--- config.mk ---
export PLATFORM = sky130hd
export DESIGN_NAME = interval_timer_block
export DESIGN_NICKNAME = d
export VERILOG_FILES = /design/src/timer_pkg.sv /design/src/timer_channel.sv /design/src/interval_timer_block.sv
export VERILOG_INCLUDE_DIRS = /design/src
export SDC_FILE = /design/constraint.sdc
export NUM_CORES = 1
export LEC_CHECK = 0
export BUFFER_PORTS_ARGS = -buffer_cell sky130_fd_sc_hd__buf_2
export CAP_MARGIN = 15
export CORE_MARGIN = 8
export CORE_UTILIZATION = 37
export CTS_CLUSTER_SIZE = 12
export DETAILED_ROUTE_END_ITERATION = 10
export PLACE_DENSITY = 0.62
export SLEW_MARGIN = 5
export SYNTH_ARGS = -nofsm -noshare
export SYNTH_HDL_FRONTEND = slang
export SYNTH_SLANG_ARGS = --single-unit
--- constraint.sdc ---
create_clock -name i_clk -period 14.9 [get_ports i_clk]
set_input_delay 0.745 -clock i_clk [delete_from_list [all_inputs] [get_ports i_clk]]
set_output_delay 0.745 -clock i_clk [all_outputs]
set_load 0.005 [all_outputs]
--- src/timer_defs.svh ---
// Purpose: named constants for the interval timer block
// Assumes: 8-bit I/O data, F0 index space selected by a flag
// Notes:   definitions only
`ifndef TIMER_DEFS_SVH
`define TIMER_DEFS_SVH

// i/o space addresses
`define IO_CNT_BASE     6'h10
`define IO_CNT_CMD      2'h3
`define IO_PORT_B       8'h61
// configuration index space addresses
`define CFG_CTRL        8'h50
`define CFG_SHADOW      8'hBA
// reset values and unmapped read data
`define CTRL_RST        8'h7B
`define PORTB_RST       4'hC
`define UNMAPPED_DATA   8'hFF
// control register fields
`define CTRL_SRST       7
`define CTRL_PASS1      6
`define CTRL_COUNTER1_GATE      5
`define CTRL_PASS0      4
`define CTRL_COUNTER0_GATE      3
// port b fields
`define PB_COUNTER2_GATE        0
`define PB_SPK          1
// oscillator divider, twelve oscillator rises per tick
`define OSC_DIV_LAST    4'hB
// shadow pointer
`define SHADOW_LAST     4'h8
`define SHADOW_CMD0     4'h6
// command word fields
`define CMD_SEL_HI      7
`define CMD_SEL_LO      6
`define CMD_RW_HI       5
`define CMD_RW_LO       4
`define CMD_RST         8'h00

`endif

--- src/timer_pkg.sv ---
// Purpose: types shared by the interval timer block
// Assumes: timer_defs.svh for numeric constants
// Notes:   nothing is imported by users
package timer_pkg;

    typedef struct packed {
        logic       rd;
        logic       wr;
        logic       cfg;
        logic [7:0] addr;
        logic [7:0] wdata;
    } io_req_t;

    typedef enum logic [2:0] {
        MODE_INT  = 3'h0,
        MODE_ONE  = 3'h1,
        MODE_RATE = 3'h2,
        MODE_SQR  = 3'h3,
        MODE_SWS  = 3'h4,
        MODE_HWS  = 3'h5
    } mode_t;

    typedef enum logic [1:0] {
        RW_LATCH = 2'h0,
        RW_LSB   = 2'h1,
        RW_MSB   = 2'h2,
        RW_BOTH  = 2'h3
    } rw_t;

endpackage : timer_pkg

--- src/timer_channel.sv ---
// Purpose: one interval counter with command word, reload and byte access
// Assumes: i_tick is a one-cycle enable at the counter rate
// Notes:   binary counting only; the bcd bit is stored but not used
`timescale 1ns/1ps
`include "timer_defs.svh"
module timer_channel (
    input  wire logic        i_clk,
    input  wire logic        i_sys_rst,
    input  wire logic        i_clr,
    input  wire logic        i_tick,
    input  wire logic        i_gate,
    input  wire logic        i_cmd_wr,
    input  wire logic        i_wr,
    input  wire logic        i_rd,
    input  wire logic [7:0]  i_wdata,
    output logic             o_out,
    output logic [7:0]       o_rdata,
    output logic [15:0]      o_base,
    output logic [15:0]      o_count,
    output logic [7:0]       o_cmd
);
    function automatic timer_pkg::mode_t eff_mode(input logic [7:0] c);
        logic [2:0] m;
        m = c[3:1];
        if (m[2:1] == 2'b11) m = {1'b0, m[1:0]};
        return timer_pkg::mode_t'(m);
    endfunction : eff_mode

    logic [7:0]  cmd_q;
    logic [15:0] base_q, count_q, latch_q;
    logic        latched_q, wr_hi_q, rd_hi_q, load_q;
    logic        armed_q, out_q, gate_prev_q, trig_q;

    wire timer_pkg::mode_t mode    = eff_mode(cmd_q);
    wire timer_pkg::rw_t   rw      = timer_pkg::rw_t'(cmd_q[`CMD_RW_HI:`CMD_RW_LO]);
    wire                   new_cmd = i_cmd_wr && (i_wdata[`CMD_RW_HI:`CMD_RW_LO] != 2'h0);
    wire                   wr_done = i_wr && (rw != timer_pkg::RW_BOTH || wr_hi_q);
    wire                   hw_mode = (mode == timer_pkg::MODE_ONE) || (mode == timer_pkg::MODE_HWS);
    wire                   trig_md = hw_mode || mode == timer_pkg::MODE_RATE || mode == timer_pkg::MODE_SQR;
    wire                   do_load = i_tick && load_q && (!hw_mode || trig_q);
    wire                   reload  = do_load || (i_tick && trig_q && trig_md);
    wire                   run     = i_tick && armed_q && (i_gate || hw_mode);
    wire [15:0]            rsrc    = latched_q ? latch_q : count_q;
    wire                   rhi     = (rw == timer_pkg::RW_MSB) || (rw == timer_pkg::RW_BOTH && rd_hi_q);

    // command, byte pointers, base value and latch
    always_ff @(posedge i_clk or posedge i_sys_rst) begin
        if (i_sys_rst) begin
            cmd_q <= `CMD_RST; base_q <= 16'h0000; latch_q <= 16'h0000;
            latched_q <= 1'b0; wr_hi_q <= 1'b0; rd_hi_q <= 1'b0; load_q <= 1'b0;
        end else if (i_clr) begin
            cmd_q <= `CMD_RST; base_q <= 16'h0000; latch_q <= 16'h0000;
            latched_q <= 1'b0; wr_hi_q <= 1'b0; rd_hi_q <= 1'b0; load_q <= 1'b0;
        end else begin
            if (do_load) load_q <= 1'b0;
            if (new_cmd) begin
                cmd_q <= i_wdata; wr_hi_q <= 1'b0; rd_hi_q <= 1'b0;
                latched_q <= 1'b0; load_q <= 1'b0;
            end else if (i_cmd_wr && !latched_q) begin
                latch_q <= count_q; latched_q <= 1'b1;
            end else if (i_wr) begin
                if (rw == timer_pkg::RW_LSB || (rw == timer_pkg::RW_BOTH && !wr_hi_q)) base_q[7:0] <= i_wdata;
                else base_q[15:8] <= i_wdata;
                if (rw == timer_pkg::RW_BOTH) wr_hi_q <= ~wr_hi_q;
                if (wr_done) load_q <= 1'b1;
            end else if (i_rd) begin
                if (rw == timer_pkg::RW_BOTH) rd_hi_q <= ~rd_hi_q;
                if (rw != timer_pkg::RW_BOTH || rd_hi_q) latched_q <= 1'b0;
            end
        end
    end

    // counting per mode
    always_ff @(posedge i_clk or posedge i_sys_rst) begin
        if (i_sys_rst) begin
            count_q <= 16'h0000; armed_q <= 1'b0; out_q <= 1'b0; gate_prev_q <= 1'b0; trig_q <= 1'b0;
        end else if (i_clr) begin
            count_q <= 16'h0000; armed_q <= 1'b0; out_q <= 1'b0; gate_prev_q <= 1'b0; trig_q <= 1'b0;
        end else begin
            gate_prev_q <= i_gate;
            if (i_tick) trig_q <= 1'b0;
            if (i_gate && !gate_prev_q) trig_q <= 1'b1;
            if (new_cmd) begin
                out_q   <= (eff_mode(i_wdata) != timer_pkg::MODE_INT);
                armed_q <= 1'b0;
            end else if (wr_done && mode == timer_pkg::MODE_INT) begin
                out_q <= 1'b0;
            end else if (!i_gate && (mode == timer_pkg::MODE_RATE || mode == timer_pkg::MODE_SQR)) begin
                out_q <= 1'b1;
            end else if (reload) begin
                count_q <= base_q;
                armed_q <= 1'b1;
                if (mode == timer_pkg::MODE_ONE) out_q <= 1'b0;
                if (mode == timer_pkg::MODE_RATE || mode == timer_pkg::MODE_SQR) out_q <= 1'b1;
            end else if (run) begin
                unique case (mode)
                    timer_pkg::MODE_INT, timer_pkg::MODE_ONE: begin
                        if (count_q == 16'h0001) out_q <= 1'b1;
                        count_q <= count_q - 16'h0001;
                    end
                    timer_pkg::MODE_RATE: begin
                        if (count_q == 16'h0002) out_q <= 1'b0;
                        if (count_q == 16'h0001) begin
                            out_q <= 1'b1; count_q <= base_q;
                        end else count_q <= count_q - 16'h0001;
                    end
                    timer_pkg::MODE_SQR: begin
                        if (count_q <= 16'h0002) begin
                            out_q <= ~out_q; count_q <= base_q;
                        end else count_q <= count_q - 16'h0002;
                    end
                    timer_pkg::MODE_SWS, timer_pkg::MODE_HWS: begin
                        if (count_q == 16'h0001) out_q <= 1'b0;
                        if (!out_q) begin
                            out_q <= 1'b1; armed_q <= 1'b0;
                        end
                        count_q <= count_q - 16'h0001;
                    end
                    default: count_q <= count_q;
                endcase
            end
        end
    end

    assign o_out   = out_q;
    assign o_rdata = rhi ? rsrc[15:8] : rsrc[7:0];
    assign o_base  = base_q;
    assign o_count = count_q;
    assign o_cmd   = cmd_q;
endmodule : timer_channel

--- src/interval_timer_block.sv ---
// Purpose: three-channel interval timer with gating, port b and shadow port
// Assumes: i_io is a one-cycle I/O or configuration access, synchronous to i_clk
// Notes:   read data returns one cycle after the read strobe
//
// What this block does
// - three counters tick at oscillator divided by twelve, each with own mode.
// - counter 2 gate follows port b bit 0.
// - counter 0 output drives system timer irq, forced zero when control bit 4 clear.
// - counter 0 gate follows control register bit 3.
// - counter 1 gate follows control register bit 5.
// - control bit 6 clear forces counter 1 output to zero before toggle.
// - port b bit 4 resets to 0, flips on each falling gated counter 1 edge.
// - beep output is counter 2 output and port b bit 1.
// - port b bit 5 reads counter 2 output level.
// - control bit 7 set holds the three counters in reset; divider, toggle and shadow pointer keep running.
// - shadow port pointer starts at entry 0, reads advance, writes return it.
// - shadow order is base bytes of counters 0..2 then their command words.
// - shadowed count bytes are the programmed base, not the live count.
`timescale 1ns/1ps
`include "timer_defs.svh"
module interval_timer_block (
    input  wire logic              i_clk,
    input  wire logic              i_sys_rst,
    input  wire logic              i_oscillator_input,
    input  wire timer_pkg::io_req_t i_io,
    output logic [7:0]             o_io_rdata,
    output logic                   o_io_rvalid,
    output logic                   o_system_timer_irq,
    output logic                   o_beep_output
);
    logic       osc_prev_q;
    logic [3:0] osc_div_q;
    logic       tick_q;
    logic [7:0] ctrl_q;
    logic [3:0] portb_q;
    logic [3:0] shadow_ptr_q;
    logic       toggle_q;
    logic       gated1_prev_q;
    logic [7:0] rdata_q;
    logic       rvalid_q;
    logic       irq_q;
    logic       beep_q;

    logic [2:0]       chan_out;
    logic [2:0][7:0]  chan_rdata;
    logic [2:0][15:0] chan_base;
    logic [2:0][15:0] chan_count;
    logic [2:0][7:0]  chan_cmd;

    // oscillator divide by twelve
    wire osc_rise  = i_oscillator_input && !osc_prev_q;
    wire osc_wrap  = osc_rise && (osc_div_q == `OSC_DIV_LAST);

    // address decode
    wire       sel_cnt   = !i_io.cfg && (i_io.addr[7:2] == `IO_CNT_BASE);
    wire       sel_cmd   = sel_cnt && (i_io.addr[1:0] == `IO_CNT_CMD);
    wire       sel_portb = !i_io.cfg && (i_io.addr == `IO_PORT_B);
    wire       sel_ctrl  = i_io.cfg && (i_io.addr == `CFG_CTRL);
    wire       sel_shad  = i_io.cfg && (i_io.addr == `CFG_SHADOW);
    wire       cmd_wr    = i_io.wr && sel_cmd;
    wire [1:0] cmd_sel   = i_io.wdata[`CMD_SEL_HI:`CMD_SEL_LO];
    wire       shad_rd   = i_io.rd && sel_shad;
    wire       shad_wr   = i_io.wr && sel_shad;
    wire       timer_clr = ctrl_q[`CTRL_SRST];

    // gates and output masking
    wire [2:0] chan_gate = {portb_q[`PB_COUNTER2_GATE], ctrl_q[`CTRL_COUNTER1_GATE], ctrl_q[`CTRL_COUNTER0_GATE]};
    wire       gated1    = chan_out[1] && ctrl_q[`CTRL_PASS1];
    wire       irq_d     = chan_out[0] && ctrl_q[`CTRL_PASS0];
    wire       beep_d    = chan_out[2] && portb_q[`PB_SPK];
    wire [7:0] portb_rd  = {2'b00, chan_out[2], toggle_q, portb_q};

    // shadow entry select: base bytes first, then command words
    wire [1:0] shad_chan  = shadow_ptr_q[2:1];
    wire [1:0] shad_cidx  = 2'(shadow_ptr_q - `SHADOW_CMD0);
    wire [7:0] shad_byte  = (shadow_ptr_q < `SHADOW_CMD0)
                          ? (shadow_ptr_q[0] ? chan_base[shad_chan][15:8] : chan_base[shad_chan][7:0])
                          : chan_cmd[shad_cidx];
    wire [3:0] shad_next  = (shadow_ptr_q == `SHADOW_LAST) ? 4'h0 : 4'(shadow_ptr_q + 4'h1);

    wire [7:0] rdata_d = sel_cnt && !sel_cmd ? chan_rdata[i_io.addr[1:0]]
                       : sel_portb           ? portb_rd
                       : sel_ctrl            ? ctrl_q
                       : sel_shad            ? shad_byte
                       : `UNMAPPED_DATA;

    generate
        for (genvar g = 0; g < 3; g++) begin : g_chan
            timer_channel u_chan (
                .i_clk     (i_clk),
                .i_sys_rst (i_sys_rst),
                .i_clr     (timer_clr),
                .i_tick    (tick_q),
                .i_gate    (chan_gate[g]),
                .i_cmd_wr  (cmd_wr && cmd_sel == 2'(g)),
                .i_wr      (i_io.wr && sel_cnt && !sel_cmd && i_io.addr[1:0] == 2'(g)),
                .i_rd      (i_io.rd && sel_cnt && !sel_cmd && i_io.addr[1:0] == 2'(g)),
                .i_wdata   (i_io.wdata),
                .o_out     (chan_out[g]),
                .o_rdata   (chan_rdata[g]),
                .o_base    (chan_base[g]),
                .o_count   (chan_count[g]),
                .o_cmd     (chan_cmd[g])
            );
        end
    endgenerate

    // counter tick enable
    always_ff @(posedge i_clk or posedge i_sys_rst) begin
        if (i_sys_rst) begin
            osc_prev_q <= 1'b0;
            osc_div_q  <= 4'h0;
            tick_q     <= 1'b0;
        end else begin
            osc_prev_q <= i_oscillator_input;
            tick_q     <= osc_wrap;
            if (osc_rise) osc_div_q <= osc_wrap ? 4'h0 : 4'(osc_div_q + 4'h1);
        end
    end

    // control and port b registers
    always_ff @(posedge i_clk or posedge i_sys_rst) begin
        if (i_sys_rst) begin
            ctrl_q  <= `CTRL_RST;
            portb_q <= `PORTB_RST;
        end else begin
            if (i_io.wr && sel_ctrl) ctrl_q <= i_io.wdata;
            if (i_io.wr && sel_portb) portb_q <= i_io.wdata[3:0];
        end
    end

    // shadow pointer
    always_ff @(posedge i_clk or posedge i_sys_rst) begin
        if (i_sys_rst) shadow_ptr_q <= 4'h0;
        else if (shad_wr) shadow_ptr_q <= 4'h0;
        else if (shad_rd) shadow_ptr_q <= shad_next;
    end

    // counter 1 toggle on falling gated output
    always_ff @(posedge i_clk or posedge i_sys_rst) begin
        if (i_sys_rst) begin
            gated1_prev_q <= 1'b0;
            toggle_q      <= 1'b0;
        end else begin
            gated1_prev_q <= gated1;
            if (gated1_prev_q && !gated1) toggle_q <= ~toggle_q;
        end
    end

    // registered outputs
    always_ff @(posedge i_clk or posedge i_sys_rst) begin
        if (i_sys_rst) begin
            irq_q    <= 1'b0;
            beep_q   <= 1'b0;
            rdata_q  <= 8'h00;
            rvalid_q <= 1'b0;
        end else begin
            irq_q    <= irq_d;
            beep_q   <= beep_d;
            rvalid_q <= i_io.rd;
            if (i_io.rd) rdata_q <= rdata_d;
        end
    end

    assign o_io_rdata         = rdata_q;
    assign o_io_rvalid        = rvalid_q;
    assign o_system_timer_irq = irq_q;
    assign o_beep_output      = beep_q;

    // checks
    tick_rate_a: assert property (@(posedge i_clk) disable iff (i_sys_rst)
        osc_wrap |=> tick_q ##1 !tick_q)
        else $error("tick missing after twelfth oscillator rise");
    tick_only_a: assert property (@(posedge i_clk) disable iff (i_sys_rst)
        tick_q |-> $past(osc_rise) && $past(osc_div_q) == `OSC_DIV_LAST)
        else $error("tick without divider wrap");
    irq_mask_a: assert property (@(posedge i_clk) disable iff (i_sys_rst)
        !ctrl_q[`CTRL_PASS0] |=> !o_system_timer_irq)
        else $error("system timer irq not masked");
    irq_follow_a: assert property (@(posedge i_clk) disable iff (i_sys_rst)
        (ctrl_q[`CTRL_PASS0] && chan_out[0]) |=> o_system_timer_irq)
        else $error("system timer irq lost");
    beep_gate_a: assert property (@(posedge i_clk) disable iff (i_sys_rst)
        o_beep_output |-> $past(portb_q[`PB_SPK]) && $past(chan_out[2]))
        else $error("beep output without enable and counter 2");
    toggle_flip_a: assert property (@(posedge i_clk) disable iff (i_sys_rst)
        $fell(gated1) |=> toggle_q != $past(toggle_q, 2))
        else $error("toggle did not flip");
    toggle_hold_a: assert property (@(posedge i_clk) disable iff (i_sys_rst)
        !ctrl_q[`CTRL_PASS1] ##1 !ctrl_q[`CTRL_PASS1] |=> $stable(toggle_q))
        else $error("toggle moved while counter 1 masked");
    shadow_step_a: assert property (@(posedge i_clk) disable iff (i_sys_rst)
        (shad_rd && !shad_wr && shadow_ptr_q < `SHADOW_LAST) |=> shadow_ptr_q == $past(shadow_ptr_q) + 4'h1)
        else $error("shadow pointer did not advance");
    shadow_clear_a: assert property (@(posedge i_clk) disable iff (i_sys_rst)
        shad_wr |=> shadow_ptr_q == 4'h0)
        else $error("shadow pointer not returned by write");
    shadow_base_a: assert property (@(posedge i_clk) disable iff (i_sys_rst)
        (i_io.rd && sel_shad && shadow_ptr_q == 4'h0) |=> o_io_rdata == $past(chan_base[0][7:0]))
        else $error("shadow byte is not the base value");
    soft_reset_a: assert property (@(posedge i_clk) disable iff (i_sys_rst)
        timer_clr |=> chan_count[0] == 16'h0000 && chan_cmd[1] == `CMD_RST && !chan_out[2])
        else $error("timer not held in reset");
    port_b_read_a: assert property (@(posedge i_clk) disable iff (i_sys_rst)
        (i_io.rd && sel_portb) |=> o_io_rdata[5] == $past(chan_out[2]))
        else $error("port b bit 5 does not show counter 2");

    irq_pulse_c: cover property (@(posedge i_clk) disable iff (i_sys_rst) $rose(o_system_timer_irq));
    toggle_c: cover property (@(posedge i_clk) disable iff (i_sys_rst) $changed(toggle_q));
    beep_c: cover property (@(posedge i_clk) disable iff (i_sys_rst) $rose(o_beep_output));
    shadow_wrap_c: cover property (@(posedge i_clk) disable iff (i_sys_rst)
        shad_rd && shadow_ptr_q == `SHADOW_LAST);
endmodule : interval_timer_block

==> results of run 1 <==
## per-layer routing
metal  part of all wire (%)  GRT usage, %  vias to the layer above
met5                      0             0                        -
met4                    3.1          6.76                        0
met3                     10          3.58                      112
met2                     43          33.1                      790
met1                     43          32.7                     6648
li1                       -             -                     5969
## final cells by class
class | instances | share of cell area (%)
Clock buffer | 37 | 5.01
Inverter | 56 | 1.39
Timing Repair Buffer | 58 | 2.27
Antenna cell | 1 | 0.0160
Tap cell | 511 | 4.09
Sequential cell | 227 | 36.4
Multi-Input combinational cell | 1182 | 50.3
Clock inverter | 11 | 0.552
## worst max-delay path: cells and delay by family, from the launching register on
family           cells  cell delay (ns)
AND/OR/NAND/NOR      3             1.03
flip-flops           1             0.66
AO/OA/AOI/OAI        3             1.41
## placed cells by master (no fill, tap or decap), types with 20 or more instances in the layout
cell type,n
sky130_fd_sc_hd__a21oi_1,75
sky130_fd_sc_hd__a22o_1,64
sky130_fd_sc_hd__and2_1,20
sky130_fd_sc_hd__buf_2,32
sky130_fd_sc_hd__buf_4,24
sky130_fd_sc_hd__clkbuf_16,27
sky130_fd_sc_hd__dfrtp_1,218
sky130_fd_sc_hd__inv_1,52
sky130_fd_sc_hd__mux4_2,24
sky130_fd_sc_hd__nand2_1,174
sky130_fd_sc_hd__nand2b_1,20
sky130_fd_sc_hd__nand3_1,63
sky130_fd_sc_hd__nor2_1,93
sky130_fd_sc_hd__nor3_1,43
sky130_fd_sc_hd__nor4_1,21
sky130_fd_sc_hd__o211ai_1,29
sky130_fd_sc_hd__o21ai_0,118
sky130_fd_sc_hd__o22ai_1,25
sky130_fd_sc_hd__or3_1,24
## sequential cells by signal (all words and copies together) (netlist names), 3 cells and up
| name | flops |
|---|---|
| g_chan.u_chan.o_out | 3 |
| o_io_rdata | 8 |
| g_chan.u_chan.o_base | 48 |
| g_chan.u_chan.o_cmd | 24 |
| g_chan.u_chan.rd_hi_q | 3 |
| portb_q | 4 |
| g_chan.u_chan.trig_q | 3 |
| shadow_ptr_q | 4 |
| osc_div_q | 4 |
| g_chan.u_chan.armed_q | 3 |
| g_chan.u_chan.latch_q | 48 |
| g_chan.u_chan.o_count | 48 |
| g_chan.u_chan.latched_q | 3 |
| g_chan.u_chan.load_q | 3 |
| ctrl_q | 8 |
| g_chan.u_chan.gate_prev_q | 3 |
| g_chan.u_chan.wr_hi_q | 3 |
## worst max path at each step
stage,start,to,cells after the start
3_5_place_dp,i_io[9],g_chan[2].u_chan.o_count[14],7
5_1_grt,g_chan[0].u_chan.o_cmd[2],g_chan[0].u_chan.o_count[8],6
2_1_floorplan,i_sys_rst,ctrl_q[2],1
3_3_place_gp,i_io[17],g_chan[0].u_chan.o_count[8],7
6_report,g_chan[0].u_chan.o_cmd[2],g_chan[0].u_chan.o_count[8],6
4_1_cts,g_chan[0].u_chan.o_cmd[2],g_chan[0].u_chan.o_count[8],6
## logic make-up after synthesis
group                      count (synthesis)  share of synthesized area (%)
muxes                                     56                           6.21
xor gates and xnor gates                  24                           1.48
adders and majority gates                 18                           1.59
and+or+nand+nor                          552                           19.6
buffers and inverters                    167                           4.54
AOI/OAI and AO/OA                        532                           26.5
DFF                                      227                           40.1
## metrics by stage
stage | hold WS (ns) | instances | util (%) | total power, mW | instance area (um^2)
after floorplan | 0.446 | 1576 | - | 1.10 | 14200
after CTS | 0.308 | 2080 | 41.4 | 1.92 | 15600
final | 0.325 | 2083 | 41.4 | 1.93 | 15600
after detailed placement | 0.474 | 2032 | 39.1 | 1.27 | 14800
after global routing | 0.313 | 2083 | 41.4 | 2.01 | 15600
after global placement | 0.470 | 2032 | 39.1 | 1.26 | 14800
## power by group through the flow
stage	logic [mW]	clock network, mW	registers [mW]
2_1_floorplan	0.350	0	0.747
5_1_grt	0.498	0.684	0.827
3_3_place_gp	0.438	0	0.826
6_report	0.455	0.651	0.820
4_1_cts	0.445	0.658	0.814
3_5_place_dp	0.443	0	0.825
==> results.sh, run 1 <==
export IMPL_slew_violations=0
export IMPL_timing_rr_start="g_chan[0].u_chan.o_cmd[2]"
export IMPL_synth_lib_cells_used_distinct=89
export IMPL_netSwitchingFraction_pct=35.7
export IMPL_cts_resized=0
export IMPL_final_cycle_utilization_of_the_critical_path_pct=21.6
export IMPL_fp_dieH_um=212
export IMPL_grt_ovfl_total=0
export IMPL_regArea_um2=5690
export IMPL_clk_path_buf_depth=3
export IMPL_min_delay_path_depth=1
export IMPL_design_portCount=33
export IMPL_postCtsSetupRepairBufs=0
export IMPL_flow_area_growth_from_synthesis_pct=10.2
export IMPL_worstMarginPinSlew_ns=1.09
export IMPL_layout_setup_ws_ns=11.68
export IMPL_layout_min_cycle_time_ns=3.22
export IMPL_synthesized_net_count=1616
export IMPL_clock_transition_at_the_registers_of_the_reported_paths_ns=0.06
export IMPL_regToRegEndpoint="g_chan[0].u_chan.o_count[8]"
export IMPL_timing_critical_path_slowest_cell_delay_ns=0.81
export IMPL_placement_io_buffers=32
export IMPL_track_usage_pct=22.3
export IMPL_outcome="finished, final reports clean"
export IMPL_htree_levels=1
export IMPL_starting_density_pct=37.6
export IMPL_power_leakage_nw=6.38
export IMPL_rsz_0062_raised_after_global_routing="no"
export IMPL_crit_path_top_delay_cell="sky130_fd_sc_hd__a211oi_1"
export IMPL_slew_headroom_pct=27.3
export IMPL_synth_top_cell_area_share_pct=38.6
export IMPL_power_clock_fraction_pct=33.8
export IMPL_routed_wire_length_per_instance_um=24.6
export IMPL_power_internal_mw=1.24
export IMPL_timing_final_hold_violations=0
export IMPL_firstDrtPassIters=6
export IMPL_drt_wl_total_um=51300
export IMPL_dpl_hpwl_um=37300
export IMPL_post_cts_hold_buffer_count=0
export IMPL_clock_insertion_delay_worst_skew_ns=0.56
export IMPL_vias_per_cell=6.49
export IMPL_netlist_top_cells_area="sky130_fd_sc_hd__dfrtp_1 39%, sky130_fd_sc_hd__nand2_1 4.6%, sky130_fd_sc_hd__o21ai_0 4.2%"
export IMPL_fin_setup_tns_ns=0
export IMPL_remaining_drc_errors=0
export IMPL_final_antenna_net_count=0
export IMPL_synth_edff_count=0
export IMPL_grt_pass1_vias=12600
export IMPL_cts_tree="yes"
export IMPL_gp_congestion=0.960
export IMPL_fmax_mhz=310
export IMPL_hp_start="i_oscillator_input"
export IMPL_dr_first_iter_drc_count=1882
export IMPL_async_flop_share_pct=100
export IMPL_synth_area_leader_cell="sky130_fd_sc_hd__dfrtp_1"
export IMPL_worstPathRequired_ns=15.34
export IMPL_finalSetupViolations=0
export IMPL_postSynthAreaPerCell_um2=9.00
export IMPL_placement_rows=71
export IMPL_path_cells="nand2b_1, a21o_1, a211oi_1, or4_1, nor2_1, a221o_1"
export IMPL_power_share_combinational_pct=23.6
export IMPL_placeable_core_region_um2=37800
export IMPL_antenna_found_initial=2
export IMPL_multi_input_comb_area_um2=7860
export IMPL_syn_inst=1576
export IMPL_fillCellCount=3689
export IMPL_synth_top_cells_by_count="219 x sky130_fd_sc_hd__dfrtp_1, 174 x sky130_fd_sc_hd__nand2_1, 118 x sky130_fd_sc_hd__o21ai_0"
export IMPL_syn_area_um2=14200
export IMPL_grt_pass1_wl_um=78400
export IMPL_worst_setup_path_type="register to register"
export IMPL_power_net_switching_mw=0.687
export IMPL_cts_buffers_inserted=27
export IMPL_skew_ns=0.0347
export IMPL_ys_flop_type="sky130_fd_sc_hd__dfrtp_1"
export IMPL_clock_tree_root_cell="sky130_fd_sc_hd__clkbuf_16"
export IMPL_worstHoldPathType="input pin to register"
export IMPL_arrival_ns=3.66
export IMPL_reg2reg_setup_slack_ns=11.68
export IMPL_largest_net_degree_at_the_start_of_global_routing=121
export IMPL_synth_warning_count=0
export IMPL_cts_sinks=227
export IMPL_dp_slack_ns=11.44
export IMPL_max_vdd_drop_mv=0.0788
export IMPL_vias=13500
export IMPL_hold_path_endpoint="osc_prev_q"
export IMPL_cellPowerDensity_nw_per_um2=123
export IMPL_reg2reg_depth=6
export IMPL_critical_path_startpoint_type="register"
export IMPL_drive_above_1_share_pct=11.8
export IMPL_die_width_um=212
export IMPL_fp_dieArea_um2=44900
export IMPL_p_seq_share_pct=42.6
export IMPL_endpoint_kind="register"
export IMPL_cap_violations=0
export IMPL_sequential_cell_area_fraction_in_the_yosys_report_pct=40.1
export IMPL_final_nets=1592
export IMPL_post_synth_top_count_cell="sky130_fd_sc_hd__dfrtp_1"
export IMPL_synth_register_bits=227
export IMPL_crit_path_max_fanout=20
(Power assumes the default switching activity.)
==> run 2: changes to the inputs <==
- clock period: 14.9 -> 3.2 ns (I/O delays scaled with it)
==> run 2 against run 1 <==
Compared with the run above: routed wire length up 6.9%; die area unchanged; combinational power rose to 5.4 times the previous value; largest power group unchanged.
==> results.sh, run 2 (same netlist as run 1, synthesis figures left out) <==
export IMPL_outcome="finished, final reports clean"
export IMPL_cap_violations=0
export IMPL_cts_tree="yes"
export IMPL_fp_dieArea_um2=44900
export IMPL_grt_pass1_vias=13200
export IMPL_post_layout_total_power_mw=9.24
export IMPL_clock_tree_root_cell="sky130_fd_sc_hd__clkbuf_16"
export IMPL_fmax_mhz=347
export IMPL_clk_path_buf_depth=3
export IMPL_mostFrequentLayoutCells="218 x sky130_fd_sc_hd__dfrtp_1, 174 x sky130_fd_sc_hd__nand2_1, 118 x sky130_fd_sc_hd__o21ai_0"
export IMPL_timing_final_hold_violations=0
export IMPL_rsz_0062_raised_after_global_routing="no"
export IMPL_final_antenna_net_count=0
export IMPL_endpoint_kind="register"
export IMPL_die_width_um=212
export IMPL_fillCellCount=3746
export IMPL_grt_pass1_wl_um=84300
export IMPL_htree_levels=1
export IMPL_vias_per_cell=6.40
export IMPL_drive_above_1_share_pct=15.3
export IMPL_largest_net_degree_at_the_start_of_global_routing=178
export IMPL_design_portCount=33
export IMPL_worstPathRequired_ns=3.62
export IMPL_final_cycle_utilization_of_the_critical_path_pct=90.0
export IMPL_layout_core_utilization_pct=43.1
export IMPL_gp_congestion=0.997
export IMPL_cts_resized=0
export IMPL_critical_path_startpoint_type="register"
export IMPL_dr_first_iter_drc_count=1852
export IMPL_finalSetupViolations=0
export IMPL_starting_density_pct=37.6
export IMPL_cts_sinks=227
export IMPL_drt_wl_total_um=54900
export IMPL_placement_rows=71
export IMPL_hold_slack_ns=0.0318
export IMPL_clock_transition_at_the_registers_of_the_reported_paths_ns=0.06
export IMPL_power_leakage_nw=6.79
export IMPL_layout_min_cycle_time_ns=2.88
export IMPL_slew_headroom_pct=25.0
export IMPL_max_vdd_drop_mv=0.306
export IMPL_arrival_ns=3.30
export IMPL_routed_wire_length_per_instance_um=25.3
export IMPL_dpl_hpwl_um=40500
export IMPL_firstDrtPassIters=6
export IMPL_worst_setup_path_type="register to register"
export IMPL_reg2reg_depth=6
export IMPL_grt_ovfl_total=0
export IMPL_clock_insertion_delay_worst_skew_ns=0.56
export IMPL_flow_area_growth_from_synthesis_pct=14.8
export IMPL_cts_buffers_inserted=27
export IMPL_skew_ns=0.0283
export IMPL_fin_setup_tns_ns=0
export IMPL_antenna_found_initial=1
export IMPL_slew_violations=0
export IMPL_placement_io_buffers=32
export IMPL_placeable_core_region_um2=37800
export IMPL_mostFrequentLayoutCell="sky130_fd_sc_hd__dfrtp_1"
export IMPL_min_delay_path_depth=2
export IMPL_fp_dieH_um=212
export IMPL_track_usage_pct=24.1
export IMPL_cellPowerDensity_nw_per_um2=567
export IMPL_crit_path_max_fanout=9
export IMPL_worstHoldPathType="input pin to register"
export IMPL_vias=13900
export IMPL_remaining_drc_errors=0
export IMPL_worstMarginPinSlew_ns=1.12
export IMPL_final_nets=1676
[run 2: changes by cell type in the layout (fill, tap and decap cells not counted), sizes merged]
cell	delta
buf	+76
clkinv	+1
clkbuf	+2
dlygate4sd3	+10
clkinvlp	-3
bufinv	+1
inv	-2
[run 2: worst paths after layout]
| check | endpoint | from | slack, ns |
|---|---|---|---|
| worst max-delay path | g_chan[0].u_chan.o_count[2] | g_chan[0].u_chan.o_count[8] | 0.32 |
| worst min-delay path | ctrl_q[7] | i_io[7] | 0.03 |
| worst min register to register | toggle_q | toggle_q | 0.48 |
| min in group asynchronous | g_chan[0].u_chan.o_count[2] | i_sys_rst | 0.31 |
| worst max register to register | g_chan[0].u_chan.o_count[2] | g_chan[0].u_chan.o_count[8] | 0.32 |
| max in group asynchronous | g_chan[0].u_chan.o_base[2] | i_sys_rst | 1.95 |
[run 2: final cells by class]
type,count,area (um^2),area share (%)
multi-input combinational,1182,7860,48.3
clock inverter,8,71.3,0.438
clock buffer,41,768,4.72
sequential,227,5690,35.0
inverter,56,214,1.31
antenna,1,2.50,0.0154
timing repair buffer,142,1040,6.36
tap,511,639,3.93
[run 2: metrics by stage]
| step | worst slack (ns) | instances | area (um^2) |
|---|---|---|---|
| 2_1_floorplan | 0.0805 | 1576 | 14200 |
| 3_3_place_gp | 0.383 | 2107 | 15300 |
| 3_5_place_dp | 0.361 | 2107 | 15300 |
| 4_1_cts | 0.347 | 2166 | 16300 |
| 5_1_grt | 0.182 | 2167 | 16300 |
| 6_report | 0.320 | 2168 | 16300 |
[run 2: metal layers]
| layer | part of all wire (%) | up-vias | GRT usage [%] |
|---|---|---|---|
| met5 | 0.022 | - | 0 |
| met1 | 45 | 6890 | 35.0 |
| li1 | - | 6127 | - |
| met2 | 43 | 755 | 35.6 |
| met3 | 10 | 112 | 5.32 |
| met4 | 2.7 | 2 | 6.52 |
[run 2: what timing repair did]
action	4_1_cts	5_1_grt
buffers inserted	0	0
endpoints found under the hold margin	115	0
hold buffers	10	0
[run 2: power breakdown]
part | switching, mW | internal [mW]
Sequential | 0.545 | 3.20
Combinational | 1.49 | 0.972
Clock | 1.30 | 1.73
Total | 3.34 | 5.90
[run 2: critical path: stages (launching register included)]
cell                       delay (ns)
sky130_fd_sc_hd__dfrtp_1         0.49
sky130_fd_sc_hd__or4_1           0.60
sky130_fd_sc_hd__or4_1           0.63
sky130_fd_sc_hd__o22ai_2         0.43
sky130_fd_sc_hd__a32oi_1         0.13
sky130_fd_sc_hd__a311oi_1        0.29
sky130_fd_sc_hd__o21ai_0         0.16
==> run 3: changes to the inputs <==
- clock period: 3.2 -> 3.3 ns (I/O delays scaled with it)
==> run 3 against run 2 <==
Compared with the run above: final area down 0.40%; sequential cell count stayed put; critical endpoint unchanged; sequential share of layout area grew 0.14 points; sequential power decreased by 3%; clock-buffer cell count shrank 2; routed wire length decreased by 2.4%; global-route usage down 0.51 points; maximum frequency shrank 0.89%; worst setup slack improved by 0.074 ns; non-clock buffer count decreased by 24; largest power group unchanged; via count shrank 1.2%; worst hold slack worse by 0.0029 ns.
==> results.sh, run 3 (same netlist as run 1, synthesis figures left out) <==
export IMPL_routed_wire_length_per_instance_um=24.9
export IMPL_hp_start="i_io[17]"
export IMPL_flow_area_growth_from_synthesis_pct=14.3
export IMPL_slew_headroom_pct=22.7
export IMPL_firstDrtPassIters=6
export IMPL_layout_min_cycle_time_ns=2.91
export IMPL_timing_final_hold_violations=0
export IMPL_place_area_um2=15100
export IMPL_worstMarginPinSlew_ns=1.16
export IMPL_fin_setup_tns_ns=0
export IMPL_cts_tree="yes"
export IMPL_critPathMostFrequentCell="sky130_fd_sc_hd__or4_1"
export IMPL_drive_above_1_share_pct=14.5
export IMPL_starting_density_pct=37.6
export IMPL_fp_dieArea_um2=44900
export IMPL_remaining_drc_errors=0
export IMPL_endpoint_kind="register"
export IMPL_final_antenna_net_count=0
export IMPL_layout_core_utilization_pct=43.0
export IMPL_track_usage_pct=23.6
export IMPL_worstHoldPathType="input pin to register"
export IMPL_rsz_0062_raised_after_global_routing="no"
export IMPL_final_cycle_utilization_of_the_critical_path_pct=88.1
export IMPL_cellPowerDensity_nw_per_um2=565
export IMPL_worstPathRequired_ns=3.74
export IMPL_placeable_core_region_um2=37800
export IMPL_mostFrequentLayoutCell="sky130_fd_sc_hd__dfrtp_1"
export IMPL_clock_tree_root_cell="sky130_fd_sc_hd__clkbuf_16"
export IMPL_crit_path_top_delay_cell="sky130_fd_sc_hd__or4_1"
export IMPL_antennaDiodeCount=0
export IMPL_grt_pass1_vias=13200
export IMPL_postLayoutCellArea_um2=16200
export IMPL_finalSetupViolations=0
export IMPL_fmax_mhz=344
export IMPL_design_portCount=33
export IMPL_clock_transition_at_the_registers_of_the_reported_paths_ns=0.06
export IMPL_path_buf_inv=0
export IMPL_critPathLaunch="g_chan[0].u_chan.o_count[2]"
export IMPL_arrival_ns=3.34
export IMPL_final_nets=1653
export IMPL_cap_violations=0
export IMPL_vias=13700
export IMPL_outcome="finished, final reports clean"
export IMPL_timing_rr_start="g_chan[0].u_chan.o_count[2]"
export IMPL_worst_setup_path_type="register to register"
export IMPL_clk_path_buf_depth=3
export IMPL_clock_insertion_delay_worst_skew_ns=0.56
export IMPL_cts_sinks=227
export IMPL_vias_per_cell=6.39
export IMPL_die_width_um=212
export IMPL_grt_ovfl_total=0
export IMPL_gp_congestion=0.997
export IMPL_drt_wl_total_um=53500
export IMPL_cts_buffers_inserted=28
export IMPL_skew_ns=0.0160
export IMPL_dpl_hpwl_um=39400
export IMPL_cpLargestDelayFamily="simple AND/OR/NAND/NOR gates"
export IMPL_largest_net_degree_at_the_start_of_global_routing=171
export IMPL_fp_dieH_um=212
export IMPL_power_leakage_nw=6.72
export IMPL_placement_io_buffers=32
export IMPL_dr_first_iter_drc_count=1879
export IMPL_cts_resized=0
export IMPL_max_vdd_drop_mv=0.300
export IMPL_timing_critical_path_slowest_cell_delay_ns=0.67
export IMPL_slew_violations=0
export IMPL_crit_path_max_fanout=9
export IMPL_path_cells="or4_1, or4_1, o22ai_2, a32oi_1, a311oi_1, o21ai_0"
export IMPL_fillCellCount=3697
export IMPL_grt_pass1_wl_um=82700
export IMPL_htree_levels=1
export IMPL_antenna_found_initial=0
export IMPL_placement_rows=71
export IMPL_critical_path_startpoint_type="register"
export IMPL_mostFrequentLayoutCells="218 x sky130_fd_sc_hd__dfrtp_1, 174 x sky130_fd_sc_hd__nand2_1, 118 x sky130_fd_sc_hd__o21ai_0"
## run 3: changes by cell type in the layout (fill, tap and decap cells not counted), sizes merged
cell      previous run  this run
clkinv               7         8
buf                132       108
inv                 54        55
bufinv               1         3
clkinvlp             2         3
clkbuf              41        39
diode                1         0
## run 3: worst paths after layout
path / cells after the start / endpoint / slack (ns)
worst max-delay path: 6 / g_chan[0].u_chan.o_count[2] / 0.39
worst min-delay path: 2 / shadow_ptr_q[1] / 0.03
worst max register to register: 6 / g_chan[0].u_chan.o_count[2] / 0.39
worst min register to register: 1 / toggle_q / 0.48
max in group asynchronous: 4 / g_chan[1].u_chan.latch_q[12] / 2.02
min in group asynchronous: 4 / g_chan[0].u_chan.o_count[4] / 0.30
## run 3: worst reg2reg max path: cells and delay by family, from the launching register on
| family | cells | cell delay (ns) |
|---|---|---|
| flip-flops | 1 | 0.47 |
| AO/OA/AOI/OAI | 4 | 1.01 |
| AND/OR/NAND/NOR | 2 | 1.31 |
## run 3: metrics by stage
stage               std cells  power, mW  worst slack (ns)  hold slack (ns)
floorplan                1576       4.96             0.176            0.196
global placement         2084       5.86             0.470            0.285
detailed placement       2084       5.87             0.458            0.289
CTS                      2146       9.16             0.448          0.00296
global route             2146       9.58             0.200           0.0198
finish                   2146       9.17             0.394           0.0289
## run 3: area by class of cell
class,count,area [um^2],share of cell area (%)
Multi-Input combinational cell,1182,7860,48.5
Sequential cell,227,5690,35.1
Clock inverter,13,156,0.964
Timing Repair Buffer,118,843,5.20
Tap cell,511,639,3.94
Clock buffer,39,813,5.01
Inverter,56,214,1.32
## run 3: routing by layer
layer	vias up	track usage (%)	share of wire, %
li1	6090	-	-
met1	6733	33.7	44
met2	750	33.6	42
met3	147	5.40	10
met4	0	10.2	4.4
met5	-	0	0
## run 3: power by group
part | internal [mW] | switching [mW]
combinational | 0.909 | 1.36
sequential | 3.10 | 0.541
clock | 1.96 | 1.30
total | 5.97 | 3.20
## run 3: what timing repair did
item                                   CTS  global route
buffers inserted                         0             0
setup endpoints to repair                0             0
endpoints found under the hold margin  157             0
hold buffers                            10             0
